File: src/pbt_pkg.sv
package pbt_pkg;

  ////////////////////////////////////////////////////////////////////////////////
  // Bus and register map (register index, byte address is index times four)
  localparam int unsigned ADDR_W          = 12;
  localparam int unsigned IDX_LSB         = 2;
  localparam int unsigned IDX_W           = 8;
  localparam logic [7:0]  IDX_BYTE_CNT    = 8'h71;
  localparam logic [7:0]  IDX_CTRL_STS    = 8'h72;
  localparam logic [7:0]  IDX_PKT_LEN     = 8'h7B;
  localparam logic [7:0]  IDX_GAP_LEN     = 8'h7C;
  localparam logic [7:0]  IDX_CFG         = 8'h80;
  localparam logic [7:0]  IDX_IRQ_STS     = 8'h81;
  localparam logic [7:0]  IDX_IRQ_MASK    = 8'h82;
  localparam logic [1:0]  RESP_OKAY       = 2'h0;
  localparam logic [1:0]  RESP_SLVERR     = 2'h2;

  // Control and status bit positions
  localparam int unsigned BIT_LOCK        = 0;
  localparam int unsigned BIT_LOCK_CLR    = 1;
  localparam int unsigned BIT_BYTE_OVF    = 9;
  localparam int unsigned BIT_PKT_OVF     = 10;
  localparam int unsigned CFG_GEN_EN      = 0;
  localparam int unsigned CFG_CNT_MODE    = 1;
  localparam int unsigned CFG_W           = 2;
  localparam int unsigned EV_ERR          = 0;
  localparam int unsigned EV_BYTE_OVF     = 1;
  localparam int unsigned EV_PKT_OVF      = 2;
  localparam int unsigned EV_W            = 3;

  // Reset values
  localparam logic [15:0] RST_PKT_LEN     = 16'h05DC;
  localparam logic [7:0]  RST_GAP_LEN     = 8'h7D;
  localparam logic [1:0]  RST_CFG         = 2'h0;
  localparam logic [7:0]  LFSR_SEED       = 8'h01;

  // Frame layout, in nibbles on the transmit side
  localparam logic [16:0] PRE_NIBBLES     = 17'h0000_D;
  localparam logic [3:0]  PRE_NIB         = 4'h5;
  localparam logic [7:0]  SFD_BYTE        = 8'hD5;
  localparam int unsigned GAP_BYTES_UNIT  = 4;
  localparam int unsigned NIB_PER_BYTE    = 2;
  localparam int unsigned GAP_SHIFT       = $clog2(GAP_BYTES_UNIT * NIB_PER_BYTE);

  ////////////////////////////////////////////////////////////////////////////////
  // Carriers
  typedef struct packed {
    logic       en;
    logic [3:0] nib;
  } pbt_tx_t;

  typedef struct packed {
    logic       valid;
    logic       first;
    logic [7:0] data;
  } pbt_rx_t;

  typedef struct packed {
    logic [7:0]  err;
    logic [15:0] bytes;
    logic        byte_ovf;
    logic        pkt_ovf;
  } pbt_cnt_t;

  typedef enum logic [3:0] {
    GEN_IDLE = 4'h1,
    GEN_PRE  = 4'h2,
    GEN_DATA = 4'h4,
    GEN_GAP  = 4'h8
  } pbt_gen_st_t;

  // Pseudo-random byte sequence step shared by generator and checker
  function automatic logic [7:0] pbt_lfsr_step(input logic [7:0] v);
    return {v[6:0], v[7] ^ v[5] ^ v[4] ^ v[3]};
  endfunction

endpackage

File: src/pbt_gen.sv
module pbt_gen (
  // Clock and reset
  input  wire logic           i_clk,
  input  wire logic           i_rst_n,
  // Settings
  input  wire logic           i_en,
  input  wire logic [15:0]    i_pkt_len,
  input  wire logic [7:0]     i_gap_len,
  // Nibble stream out
  output pbt_pkg::pbt_tx_t    o_tx
);
  import pbt_pkg::*;

  typedef struct packed {
    pbt_gen_st_t st;
    logic [16:0] cnt;
    logic [16:0] data_last;
    logic [16:0] gap_last;
    logic        gap_zero;
    logic        len_zero;
    logic [7:0]  lfsr;
    pbt_tx_t     tx;
  } pbt_gen_state_t;

  pbt_gen_state_t s;
  pbt_gen_state_t next_s;

  ////////////////////////////////////////////////////////////////////////////////
  // Frame sequencer
  always_comb begin
    next_s       = s;
    next_s.tx.en = 1'b0;
    next_s.tx.nib = '0;
    unique case (s.st)
      GEN_IDLE: begin
        next_s.cnt = '0;
        if (i_en) begin
          next_s.st        = GEN_PRE;
          next_s.lfsr      = LFSR_SEED;                              // Every packet restarts the sequence
          next_s.len_zero  = (i_pkt_len == '0);
          next_s.data_last = {i_pkt_len, 1'b0} - 17'h0000_1;
          next_s.gap_zero  = (i_gap_len == '0);
          next_s.gap_last  = (17'(i_gap_len) << GAP_SHIFT) - 17'h0000_1;
        end
      end
      GEN_PRE: begin
        next_s.tx.en = 1'b1;
        if (s.cnt < PRE_NIBBLES) begin
          next_s.tx.nib = PRE_NIB;
        end else if (s.cnt == PRE_NIBBLES) begin
          next_s.tx.nib = SFD_BYTE[3:0];
        end else begin
          next_s.tx.nib = SFD_BYTE[7:4];
        end
        next_s.cnt = s.cnt + 17'h0000_1;
        if (s.cnt == PRE_NIBBLES + 17'h0000_1) begin
          next_s.cnt = '0;
          if (!s.len_zero) begin
            next_s.st = GEN_DATA;
          end else if (!s.gap_zero) begin
            next_s.st = GEN_GAP;
          end else begin
            next_s.st = GEN_IDLE;
          end
        end
      end
      GEN_DATA: begin
        next_s.tx.en  = 1'b1;
        next_s.tx.nib = s.cnt[0] ? s.lfsr[7:4] : s.lfsr[3:0];
        if (s.cnt[0]) begin
          next_s.lfsr = pbt_lfsr_step(s.lfsr);
        end
        next_s.cnt = s.cnt + 17'h0000_1;
        if (s.cnt == s.data_last) begin
          next_s.cnt = '0;
          next_s.st  = s.gap_zero ? GEN_IDLE : GEN_GAP;
        end
      end
      GEN_GAP: begin
        next_s.cnt = s.cnt + 17'h0000_1;
        if (s.cnt == s.gap_last) begin
          next_s.cnt = '0;
          next_s.st  = GEN_IDLE;
        end
      end
    endcase
  end

  // State register
  always_ff @(posedge i_clk) begin
    if (!i_rst_n) begin
      s      <= '0;
      s.st   <= GEN_IDLE;
      s.lfsr <= LFSR_SEED;
    end else begin
      s <= next_s;
    end
  end

  assign o_tx = s.tx;

endmodule

File: src/pbt_chk.sv
module pbt_chk (
  // Clock and reset
  input  wire logic           i_clk,
  input  wire logic           i_rst_n,
  // Received byte stream
  input  pbt_pkg::pbt_rx_t    i_rx,
  // Control
  input  wire logic           i_cnt_mode,
  input  wire logic           i_lock,
  input  wire logic           i_clear,
  // Snapshot and events
  output pbt_pkg::pbt_cnt_t   o_snap,
  output wire logic [pbt_pkg::EV_W-1:0] o_evt
);
  import pbt_pkg::*;

  typedef struct packed {
    logic [7:0]      prev;
    logic [7:0]      err;
    logic [15:0]     bytes;
    logic [15:0]     pkts;
    logic            byte_ovf;
    logic            pkt_ovf;
    pbt_cnt_t        snap;
    logic [EV_W-1:0] evt;
  } pbt_chk_state_t;

  pbt_chk_state_t s;
  pbt_chk_state_t next_s;
  logic           inc_err;
  logic           inc_byte;
  logic           inc_pkt;
  logic           wrap_byte;
  logic           wrap_pkt;

  ////////////////////////////////////////////////////////////////////////////////
  // Counting, overflow and snapshot
  always_comb begin
    next_s    = s;
    inc_byte  = i_rx.valid;
    inc_pkt   = i_rx.valid && i_rx.first;
    inc_err   = i_rx.valid && !i_rx.first && (i_rx.data != pbt_lfsr_step(s.prev));
    wrap_byte = inc_byte && (&s.bytes);
    wrap_pkt  = inc_pkt && (&s.pkts);
    if (i_rx.valid) begin
      next_s.prev = i_rx.data;
    end
    // Saturate in mode zero, wrap otherwise
    if (inc_err && !(!i_cnt_mode && (&s.err))) begin
      next_s.err = s.err + 8'h01;
    end
    if (inc_byte && !(!i_cnt_mode && (&s.bytes))) begin
      next_s.bytes = s.bytes + 16'h0001;
    end
    if (inc_pkt && !(!i_cnt_mode && (&s.pkts))) begin
      next_s.pkts = s.pkts + 16'h0001;
    end
    // Lock captures live values for software
    if (i_lock || i_clear) begin
      next_s.snap = {s.err, s.bytes, s.byte_ovf, s.pkt_ovf};
    end
    // Clear zeroes counters, a same-cycle count survives
    if (i_clear) begin
      next_s.err      = {7'h00, inc_err};
      next_s.bytes    = {15'h0000, inc_byte};
      next_s.pkts     = {15'h0000, inc_pkt};
      next_s.byte_ovf = 1'b0;
      next_s.pkt_ovf  = 1'b0;
    end
    // Overflow flags, set wins over clear
    if (wrap_byte) begin
      next_s.byte_ovf = 1'b1;
    end
    if (wrap_pkt) begin
      next_s.pkt_ovf = 1'b1;
    end
    next_s.snap.byte_ovf = next_s.byte_ovf;
    next_s.snap.pkt_ovf  = next_s.pkt_ovf;
    next_s.evt           = '0;
    next_s.evt[EV_ERR]      = inc_err;
    next_s.evt[EV_BYTE_OVF] = wrap_byte;
    next_s.evt[EV_PKT_OVF]  = wrap_pkt;
  end

  // State register
  always_ff @(posedge i_clk) begin
    if (!i_rst_n) begin
      s      <= '0;
      s.prev <= LFSR_SEED;
    end else begin
      s <= next_s;
    end
  end

  assign o_snap = s.snap;
  assign o_evt  = s.evt;

endmodule

File: src/pbt_top.sv
// Notes on behaviour
// - An 8-bit error counter counts every received byte that breaks the pseudo-random sequence.
// - With the saturate mode setting at zero the error counter stops at all ones instead of wrapping.
// - Writing the lock bit of the control/status register freezes the counters into a readable snapshot.
// - Writing the lock-and-clear bit snapshots the counters and then zeroes them.
// - A read-only packet overflow flag sets on packet counter wrap and stays until a lock-and-clear.
// - A read-only byte overflow flag sets on byte counter wrap and clears only with a lock-and-clear.
// - Every generated packet carries exactly the number of payload bytes in the 16-bit length register.
// - Each packet opens with thirteen nibbles of five and then the start-of-frame byte.
// - An idle gap set by the 8-bit gap field, reset value meaning 500 bytes, separates packets.
// - Each unit of the gap field adds four bytes of idle gap.
// - A 16-bit byte counter counts all received bytes, is captured into the snapshot by lock writes and saturates in mode zero.
//
// Added by the designer: register access over AXI4-Lite.
module pbt_top (
  // Clock and reset
  input  wire logic                       i_clk,
  input  wire logic                       i_rst_n,
  // AXI4-Lite write address
  input  wire logic                       i_awvalid,
  input  wire logic [pbt_pkg::ADDR_W-1:0] i_awaddr,
  output logic                            o_awready,
  // AXI4-Lite write data
  input  wire logic                       i_wvalid,
  input  wire logic [31:0]                i_wdata,
  input  wire logic [3:0]                 i_wstrb,
  output logic                            o_wready,
  // AXI4-Lite write response
  output logic                            o_bvalid,
  output logic [1:0]                      o_bresp,
  input  wire logic                       i_bready,
  // AXI4-Lite read address
  input  wire logic                       i_arvalid,
  input  wire logic [pbt_pkg::ADDR_W-1:0] i_araddr,
  output logic                            o_arready,
  // AXI4-Lite read data
  output logic                            o_rvalid,
  output logic [31:0]                     o_rdata,
  output logic [1:0]                      o_rresp,
  input  wire logic                       i_rready,
  // Test streams
  output pbt_pkg::pbt_tx_t                o_tx,
  input  pbt_pkg::pbt_rx_t                i_rx,
  // Interrupt
  output logic                            o_irq
);
  import pbt_pkg::*;

  typedef struct packed {
    logic              awrdy;
    logic              awv;
    logic [IDX_W-1:0]  awidx;
    logic              wrdy;
    logic              wv;
    logic [31:0]       wd;
    logic [3:0]        ws;
    logic              bvalid;
    logic [1:0]        bresp;
    logic              arrdy;
    logic              rvalid;
    logic [31:0]       rdata;
    logic [1:0]        rresp;
    logic [15:0]       pkt_len;
    logic [7:0]        gap_len;
    logic [CFG_W-1:0]  cfg;
    logic [EV_W-1:0]   ists;
    logic [EV_W-1:0]   imask;
    logic              lock;
    logic              clr;
    logic              irq;
  } pbt_top_state_t;

  pbt_top_state_t  s;
  pbt_top_state_t  next_s;
  pbt_cnt_t        snap;
  logic [EV_W-1:0] evt;
  logic [IDX_W-1:0] ar_idx;
  logic            rd_clr;

  ////////////////////////////////////////////////////////////////////////////////
  // Generator and checker
  pbt_gen u_gen (
    .i_clk     (i_clk),
    .i_rst_n   (i_rst_n),
    .i_en      (s.cfg[CFG_GEN_EN]),
    .i_pkt_len (s.pkt_len),
    .i_gap_len (s.gap_len),
    .o_tx      (o_tx)
  );

  pbt_chk u_chk (
    .i_clk      (i_clk),
    .i_rst_n    (i_rst_n),
    .i_rx       (i_rx),
    .i_cnt_mode (s.cfg[CFG_CNT_MODE]),
    .i_lock     (s.lock),
    .i_clear    (s.clr),
    .o_snap     (snap),
    .o_evt      (evt)
  );

  ////////////////////////////////////////////////////////////////////////////////
  // Register bus slave and register file
  always_comb begin
    next_s      = s;
    next_s.lock = 1'b0;
    next_s.clr  = 1'b0;
    ar_idx      = i_araddr[IDX_LSB +: IDX_W];
    rd_clr      = 1'b0;

    // Address and data taken independently
    if (i_awvalid && s.awrdy) begin
      next_s.awv   = 1'b1;
      next_s.awidx = i_awaddr[IDX_LSB +: IDX_W];
    end
    if (i_wvalid && s.wrdy) begin
      next_s.wv = 1'b1;
      next_s.wd = i_wdata;
      next_s.ws = i_wstrb;
    end

    // Write once both halves are held
    if (s.awv && s.wv && !s.bvalid) begin
      next_s.awv    = 1'b0;
      next_s.wv     = 1'b0;
      next_s.bvalid = 1'b1;
      next_s.bresp  = RESP_OKAY;
      unique case (s.awidx)
        IDX_CTRL_STS: begin
          if (s.ws[0]) begin
            next_s.lock = s.wd[BIT_LOCK];
            next_s.clr  = s.wd[BIT_LOCK_CLR];
          end
        end
        IDX_PKT_LEN: begin
          if (s.ws[0]) begin
            next_s.pkt_len[7:0] = s.wd[7:0];
          end
          if (s.ws[1]) begin
            next_s.pkt_len[15:8] = s.wd[15:8];
          end
        end
        IDX_GAP_LEN: begin
          if (s.ws[0]) begin
            next_s.gap_len = s.wd[7:0];
          end
        end
        IDX_CFG: begin
          if (s.ws[0]) begin
            next_s.cfg = s.wd[CFG_W-1:0];
          end
        end
        IDX_IRQ_MASK: begin
          if (s.ws[0]) begin
            next_s.imask = s.wd[EV_W-1:0];
          end
        end
        IDX_BYTE_CNT, IDX_IRQ_STS: begin
          next_s.bresp = RESP_OKAY;                                  // Read-only, write ignored
        end
        default: begin
          next_s.bresp = RESP_SLVERR;
        end
      endcase
    end
    if (s.bvalid && i_bready) begin
      next_s.bvalid = 1'b0;
    end

    // Read answer from snapshot and settings
    if (s.rvalid && i_rready) begin
      next_s.rvalid = 1'b0;
    end
    if (i_arvalid && s.arrdy) begin
      next_s.rvalid = 1'b1;
      next_s.rdata  = '0;
      next_s.rresp  = RESP_OKAY;
      unique case (ar_idx)
        IDX_BYTE_CNT: next_s.rdata[15:0] = snap.bytes;
        IDX_CTRL_STS: begin
          next_s.rdata[7:0]          = snap.err;
          next_s.rdata[BIT_BYTE_OVF] = snap.byte_ovf;
          next_s.rdata[BIT_PKT_OVF]  = snap.pkt_ovf;
        end
        IDX_PKT_LEN:  next_s.rdata[15:0]     = s.pkt_len;
        IDX_GAP_LEN:  next_s.rdata[7:0]      = s.gap_len;
        IDX_CFG:      next_s.rdata[CFG_W-1:0] = s.cfg;
        IDX_IRQ_STS: begin
          next_s.rdata[EV_W-1:0] = s.ists;
          rd_clr                 = 1'b1;
        end
        IDX_IRQ_MASK: next_s.rdata[EV_W-1:0] = s.imask;
        default:      next_s.rresp = RESP_SLVERR;
      endcase
    end

    // Sticky status, new event wins over read clear
    next_s.ists = (rd_clr ? '0 : s.ists) | evt;
    next_s.irq  = |(next_s.ists & s.imask);

    // Ready flags for the next cycle
    next_s.awrdy = !next_s.awv && !next_s.bvalid;
    next_s.wrdy  = !next_s.wv && !next_s.bvalid;
    next_s.arrdy = !next_s.rvalid;
  end

  // State register
  always_ff @(posedge i_clk) begin
    if (!i_rst_n) begin
      s         <= '0;
      s.awrdy   <= 1'b1;
      s.wrdy    <= 1'b1;
      s.arrdy   <= 1'b1;
      s.pkt_len <= RST_PKT_LEN;
      s.gap_len <= RST_GAP_LEN;
      s.cfg     <= RST_CFG;
    end else begin
      s <= next_s;
    end
  end

  // Outputs straight from flops
  assign o_awready = s.awrdy;
  assign o_wready  = s.wrdy;
  assign o_bvalid  = s.bvalid;
  assign o_bresp   = s.bresp;
  assign o_arready = s.arrdy;
  assign o_rvalid  = s.rvalid;
  assign o_rdata   = s.rdata;
  assign o_rresp   = s.rresp;
  assign o_irq     = s.irq;

endmodule

File: config.mk
export PLATFORM = sky130hd
export DESIGN_NAME = pbt_top
export DESIGN_NICKNAME = d
export VERILOG_FILES = /design/src/pbt_pkg.sv /design/src/pbt_gen.sv /design/src/pbt_chk.sv /design/src/pbt_top.sv
export SDC_FILE = /design/constraint.sdc
export NUM_CORES = 1
export LEC_CHECK = 0
export ABC_AREA = 0
export BUFFER_PORTS_ARGS = -buffer_cell sky130_fd_sc_hd__buf_2
export CELL_PAD_IN_SITES_DETAIL_PLACEMENT = 1
export CELL_PAD_IN_SITES_GLOBAL_PLACEMENT = 1
export CORE_UTILIZATION = 44
export CTS_CLUSTER_SIZE = 20
export DETAILED_ROUTE_END_ITERATION = 7
export PLACE_DENSITY = 0.85
export RECOVER_POWER = 50
export SYNTH_ARGS = -nofsm -noshare
export SYNTH_HDL_FRONTEND = slang
export SYNTH_SLANG_ARGS = --single-unit
File: constraint.sdc
create_clock -name i_clk -period 2.33 [get_ports i_clk]
set_input_delay 0.1165 -clock i_clk [delete_from_list [all_inputs] [get_ports i_clk]]
set_output_delay 0.1165 -clock i_clk [all_outputs]
set_load 0.02 [all_outputs]
Yosys cells after proc, flatten, opt, wreduce, memory -nomap -nowiden

Index checks and enable logic that the tools add are counted.

Output and inout port bits: 47
Register bits after elaboration: 248
Input bits: 77

Bitwise operators: 9
Mux-type cells: 39
Equal/unequal tests: 28
$add $sub $neg: 6
Magnitude comparators: 1
Reductions and logical operators: 55

Operator list:

| kind                                                  | number |
|---|---|
| one-hot mux 21 bit (4 select lines)                   | 1 |
| two-way mux 35 bit                                    | 2 |
| equality test 8 x 7 -> 1 bit (second input constant)  | 8 |
| two-way mux 21 bit                                    | 3 |
| equality test 8 bit (second input constant)           | 6 |
| two-way mux 37 bit                                    | 1 |
| equality test 17 bit                                  | 2 |
| equality test 17 x 4 -> 1 bit (second input constant) | 2 |
| adder 16 x 1 -> 16 bit (second input constant)        | 2 |
| two-way mux 16 bit                                    | 2 |
| AND reduction 16 bit                                  | 2 |
| two-way mux 4 bit                                     | 6 |
| logical AND 1 bit                                     | 20 |
| one-hot mux 5 bit (2 select lines)                    | 2 |
| one-hot mux 5 bit (4 select lines)                    | 1 |
| AND reduction 3 bit                                   | 6 |
| adder 17 x 1 -> 17 bit (second input constant)        | 1 |
| < comparator 17 x 4 -> 1 bit (second input constant)  | 1 |
| subtractor 17 x 1 -> 17 bit (second input constant)   | 1 |
| logical NOT 16 bit                                    | 1 |
| two-way mux 8 bit                                     | 2 |
| one-hot mux 8 bit (2 select lines)                    | 1 |
| one-hot mux 2 bit (7 select lines)                    | 1 |
| OR reduction 7 bit                                    | 2 |
| other kinds (29)                                      | 62 |

Depth between registers and ports, before layout

Depth in word-level cells: 9
Gate-level depth with buffers: 8
Gate-level depth less buffers: 7

Hierarchy

Synthesis repeated with hierarchy kept, for this count alone.

Cells, all modules: 1273
Area total of the unflattened synthesis: 11199.5 sq um

By module, submodules not included:

| module  | instances | sequential area each (sq um) | area each (sq um) | cells each |
|---|---|---|---|---|
| pbt_top | 1         | 1721.7                       | 3991.3            | 444 |
| pbt_chk | 1         | 1541.5                       | 3764.9            | 436 |
| pbt_gen | 1         | 1241.2                       | 3443.3            | 393 |

Worst setup path before layout

Ideal clock, no wire load.

Path kind: reg-to-reg
Start: register u_gen.s[51] in the netlist's numbering
End: register u_gen.s[56] in the netlist's numbering
Data required time: 2.186 ns
Buffers on the path: 2
Path slack: 0.221 ns
Stages on the path, launching flop included: 8
Arrival time: 1.965 ns
Cell sequence: dfxtp_1 -> buf_2 -> or4_1 -> a2111oi_0 -> nand4_1 -> a2bb2oi_4 -> buf_6 -> a21oi_1

Longest elaborated chain between the ends: 3
Elaborated cells between the ends (all ways): 8
Those cells by class: add/sub (1); eq/ne (3); mux (4)

RTL lines:

| element                                        | RTL line                                    | RTL |
|---|---|---|
| from (decl)                                    | pbt_gen.sv:25                               | `pbt_gen_state_t s;` |
| from (signal assigned)                         | pbt_gen.sv:96                               | `s <= next_s;` |
| adder 17 x 1 -> 17 bit (tied with other cells) | pbt_gen.sv:55, pbt_gen.sv:73, pbt_gen.sv:80 |  |
| two-way mux 21 bit (on tied branches)          | pbt_gen.sv:81, pbt_gen.sv:56, pbt_gen.sv:74 |  |
| one-hot mux 21 bit (4 select lines) (*)        | pbt_gen.sv:34                               | `unique case (s.st)` |

Mark *: on every way between the ends. The rest lies on a longest branch, timed or not. The select of a mux whose other input is x is not followed.
A chain may end at the register's enable or synchronous reset.

Worst setup path in the final report

Start: input port i_araddr[2] in the netlist's numbering
End: register s (netlist bit o_rdata[13])

Longest elaborated chain between the ends: 2
Elaborated cells between the ends (all ways): 3
Those cells by class: eq/ne (2); mux (1)

RTL lines:

| element                                | RTL line       | RTL |
|---|---|---|
| from (decl)                            | pbt_top.sv:34  | `input wire logic [pbt_pkg::ADDR_W-1:0] i_araddr,` |
| equality test 8 x 7 -> 1 bit           | pbt_top.sv:178 | `unique case (ar_idx)` |
| one-hot mux 5 bit (2 select lines) (*) | pbt_top.sv:178 |  |
| to (signal assigned)                   | pbt_top.sv:218 | `s <= next_s;` |
| to (decl)                              | pbt_top.sv:73  | `pbt_top_state_t s;` |

Mark *: on every way between the ends. The rest lies on a longest branch, timed or not.

==> out/qor.yml <==
worst_hold_path:
  hp-class: "primary input to flip-flop"
  worstHoldStart: "i_awvalid"
final_layout:
  nNetsFinal: 1387
  layout_common_cells: "dfxtp_1 (225), nand2_1 (179), nor2_1 (122)"
  final_cells: 1635
  syn_to_final_growth_pct: 17.1
  n_antenna_cell: 0
  final_common_cell: "dfxtp_1"
  final_layout_size_suffix_gt1_share_pct: 10.6
  final_core_util_pct: 53.1
placed_design:
  place_congestion: 0.849
  dpl.cell_count: 1547
  io_buffers: 79
  hpwl_um: 20700
detailed_routing:
  avgRoutedWirePerCell_um: 19.2
  firstDrtPassIters: 5
  wl_um: 31400
  drtIter0Drc: 571
  vias: 9157
  ant_nets: 0
  drc: 0
  vias_per_cell: 5.60
setup_path:
  cp_slowest_cell: "clkbuf_1"
  worstReg2RegStart: "u_gen.s[17]"
  path_buf_inv: 2
  cpPeakStageDelay_ps: 570
  worstPathMaxFanout: 15
  critical_path_class: "primary input to flip-flop"
  crit_start: "i_araddr[2]"
  critPathTopFamily: "simple AND/OR/NAND/NOR gates"
  worst-endpoint-arrival_ps: 2560
  crit_chain: "clkbuf_1, nor2b_1, nor4b_1, clkbuf_1, a221oi_1, nor3_1"
  cpMostUsedCell: "clkbuf_1"
  crit_required_ps: 2700
  startpoint_type: "primary input"
  end_kind: "flip-flop"
cts:
  numCtsBuffers: 26
  clock-sinks: 225
  clk_latency_ps: 530
  path_clk_slew_ps: 70
  clk_path_buf_depth: 3
  root_buffer: "clkbuf_16"
  htree_levels: 1
  tritoncts: "done"
floorplanning:
  die_area_sq_um: 24200
  die_w_um: 156
  die_height_um: 156
  fp.coreArea_sq_um: 22900
  io_pins: 124
  initial_utilization_pct: 45.3
  rows: 55
global_route:
  grt_max_degree: 110
  grt_overflow_total: 0
  grt_antenna_before_repair: 1
  grt_pass1_vias: 9492
  grt_pass1_wl_um: 49800
  grt_use_total_pct: 25.9
synth:
  synth_area_sq_um: 10400
  synth_top_family_by_area: "simple AND/OR/NAND/NOR gates"
  synthArstFlopShare_pct: 0
  syn-instance-count: 1216
  yosysTopAreaCell: "dfxtp_1"
  yosysWarnings: 0
  synth_fa_ha_area_share_pct: 0.964
  synth_simple_gate_area_share_pct: 22.3
  synth-main-ff-cell: "dfxtp_1"
  synth_compound_gate_area_share_pct: 14.2
  synth_mux_area_share_pct: 4.86
  ys_types: 68
  ys_ff_latch: 225
  syn_area_per_cell_sq_um: 8.54
  synth-edff-count: 0
  synth_top_area_share_pct: 43.4
  ys_seq_area_share_pct: 43.4
  synth-xor-area-share_pct: 7.81
  synthTopCellsByArea: "dfxtp_1 (43%), nand2_1 (6.5%), a21oi_1 (4.9%)"
status:
  outcome: "complete, no violations"
sta:
  finalWorstPathRequiredPeriod_ps: 2190
  period_share_pct: 94.0
  finalSetupViolCount: 0
  holdWs_ps: 62.3
  drv_slew: 0
  hold_viol: 0
  max_slew_margin_pct: 9.68
  setup_tns_ps: 0
  skew_ps: 13.0
  grt_setup_unrepaired: "false"
  worst_slew_pin_slew_ps: 1350
  fmax_mhz: 457
flow_run:
  maxCapViolCount: 0
pwr:
  ir_drop_mv: 0.442
  cellPowerDensity_nw_per_um2: 717
  p_total_mw: 8.72
  leakage_nw: 4.72
## flip-flops by register name, indices dropped and copies added (netlist names)
| name | count |
|---|---|
| o_rdata | 16 |
| o_arready | 1 |
| u_chk.s | 50 |
| o_awready | 1 |
| u_gen.o_tx | 5 |
| u_gen.s | 57 |
| o_rresp | 1 |
| u_chk.o_evt | 3 |
| o_rvalid | 1 |
| o_wready | 1 |
| o_bvalid | 1 |
| u_chk.o_snap | 24 |
| o_bresp | 1 |
| o_irq | 1 |
| s | 62 |
## metal layers
layer  GRT usage [%]  vias up  share of wire (%)
met3            3.22       82                3.3
met1            31.5     4478                 43
li1                -     4381                  -
met5               0        -              0.041
met4            11.8        2                4.3
met2            45.7      214                 50
## per-stage QoR
step	instance area (sq um)	setup WS [ps]
5_1_grt	12200	24.8
4_1_cts	12200	85.7
3_5_place_dp	10900	-8.01
3_3_place_gp	10900	190
6_report	12200	140
2_1_floorplan	10400	221
## power breakdown
group	internal [mW]	leakage, nW	switching [mW]	total, mW
combinational	0.215	2.47	0.340	0.556
sequential	3.93	1.82	0.0827	4.01
clock	2.51	0.432	1.65	4.16
total	6.65	4.72	2.07	8.72
## kinds of logic (layout without fill, tap and decap cells)
group           count (synthesis)  after routing
compound gates                225            225
xor+xnor                       91             91
fa+ha+maj                       8              8
buf+inv                       132            221
flops                         225            225
mux                            50             50
other cells                     1             18
simple gates                  484            484
## cells in the mapped netlist (5+ instances only)
master     instances
nor3b_1            7
and2_1            12
or2_2              6
nor4_1            20
ha_1               8
nor3_1            20
a32o_1             5
xor2_1            45
buf_4             42
xnor2_1           45
a222oi_1           8
o31ai_1            9
a21oi_1          102
and4_1             5
clkbuf_1          66
o21ai_0           18
dfxtp_1          225
inv_1             17
and3_1            10
nor2_1           122
nand4_1           19
nand2_1          179
or3_1              9
a22oi_1            5
a221oi_1           8
a2111oi_0          5
a21o_1             7
mux2i_1           47
or4_1             10
nand3_1           35
a211oi_1          25
o21a_1             6
nor2b_1            7
## path summary, 6_finish.rpt
path | end | slack (ps) | cells after the start
max | o_rdata[13] | 140 | 6
min | s[114] | 60 | 4
min reg2reg | u_chk.o_snap[16] | 460 | 2
max reg2reg | u_gen.s[51] | 150 | 7
## final cells by class
cell class                      count  area (sq um)
Tap cell                          313           392
Fill cell                        2736         10800
Sequential cell                   225          4500
Multi-Input combinational cell    876          5270
Clock buffer                       40           774
Timing Repair Buffer              156          1050
Clock inverter                      8          96.3
Inverter                           17          65.1
## worst min-delay path, delay by kind of cell
family | cells | cell delay [ps]
AOI/OAI and AO/OA | 1 | 50
buffers and inverters | 1 | 90
and+or+nand+nor | 2 | 290
## timing repair
item / CTS / global route
setup buffers: 2 / 0
gates resized for setup: 0 / 2
hold buffers: 38 / 0
hold endpoints to repair: 39 / 0
setup endpoints to repair: 17 / 4
pin swaps: 1 / 0
Power figures use the tool's default switching activity.
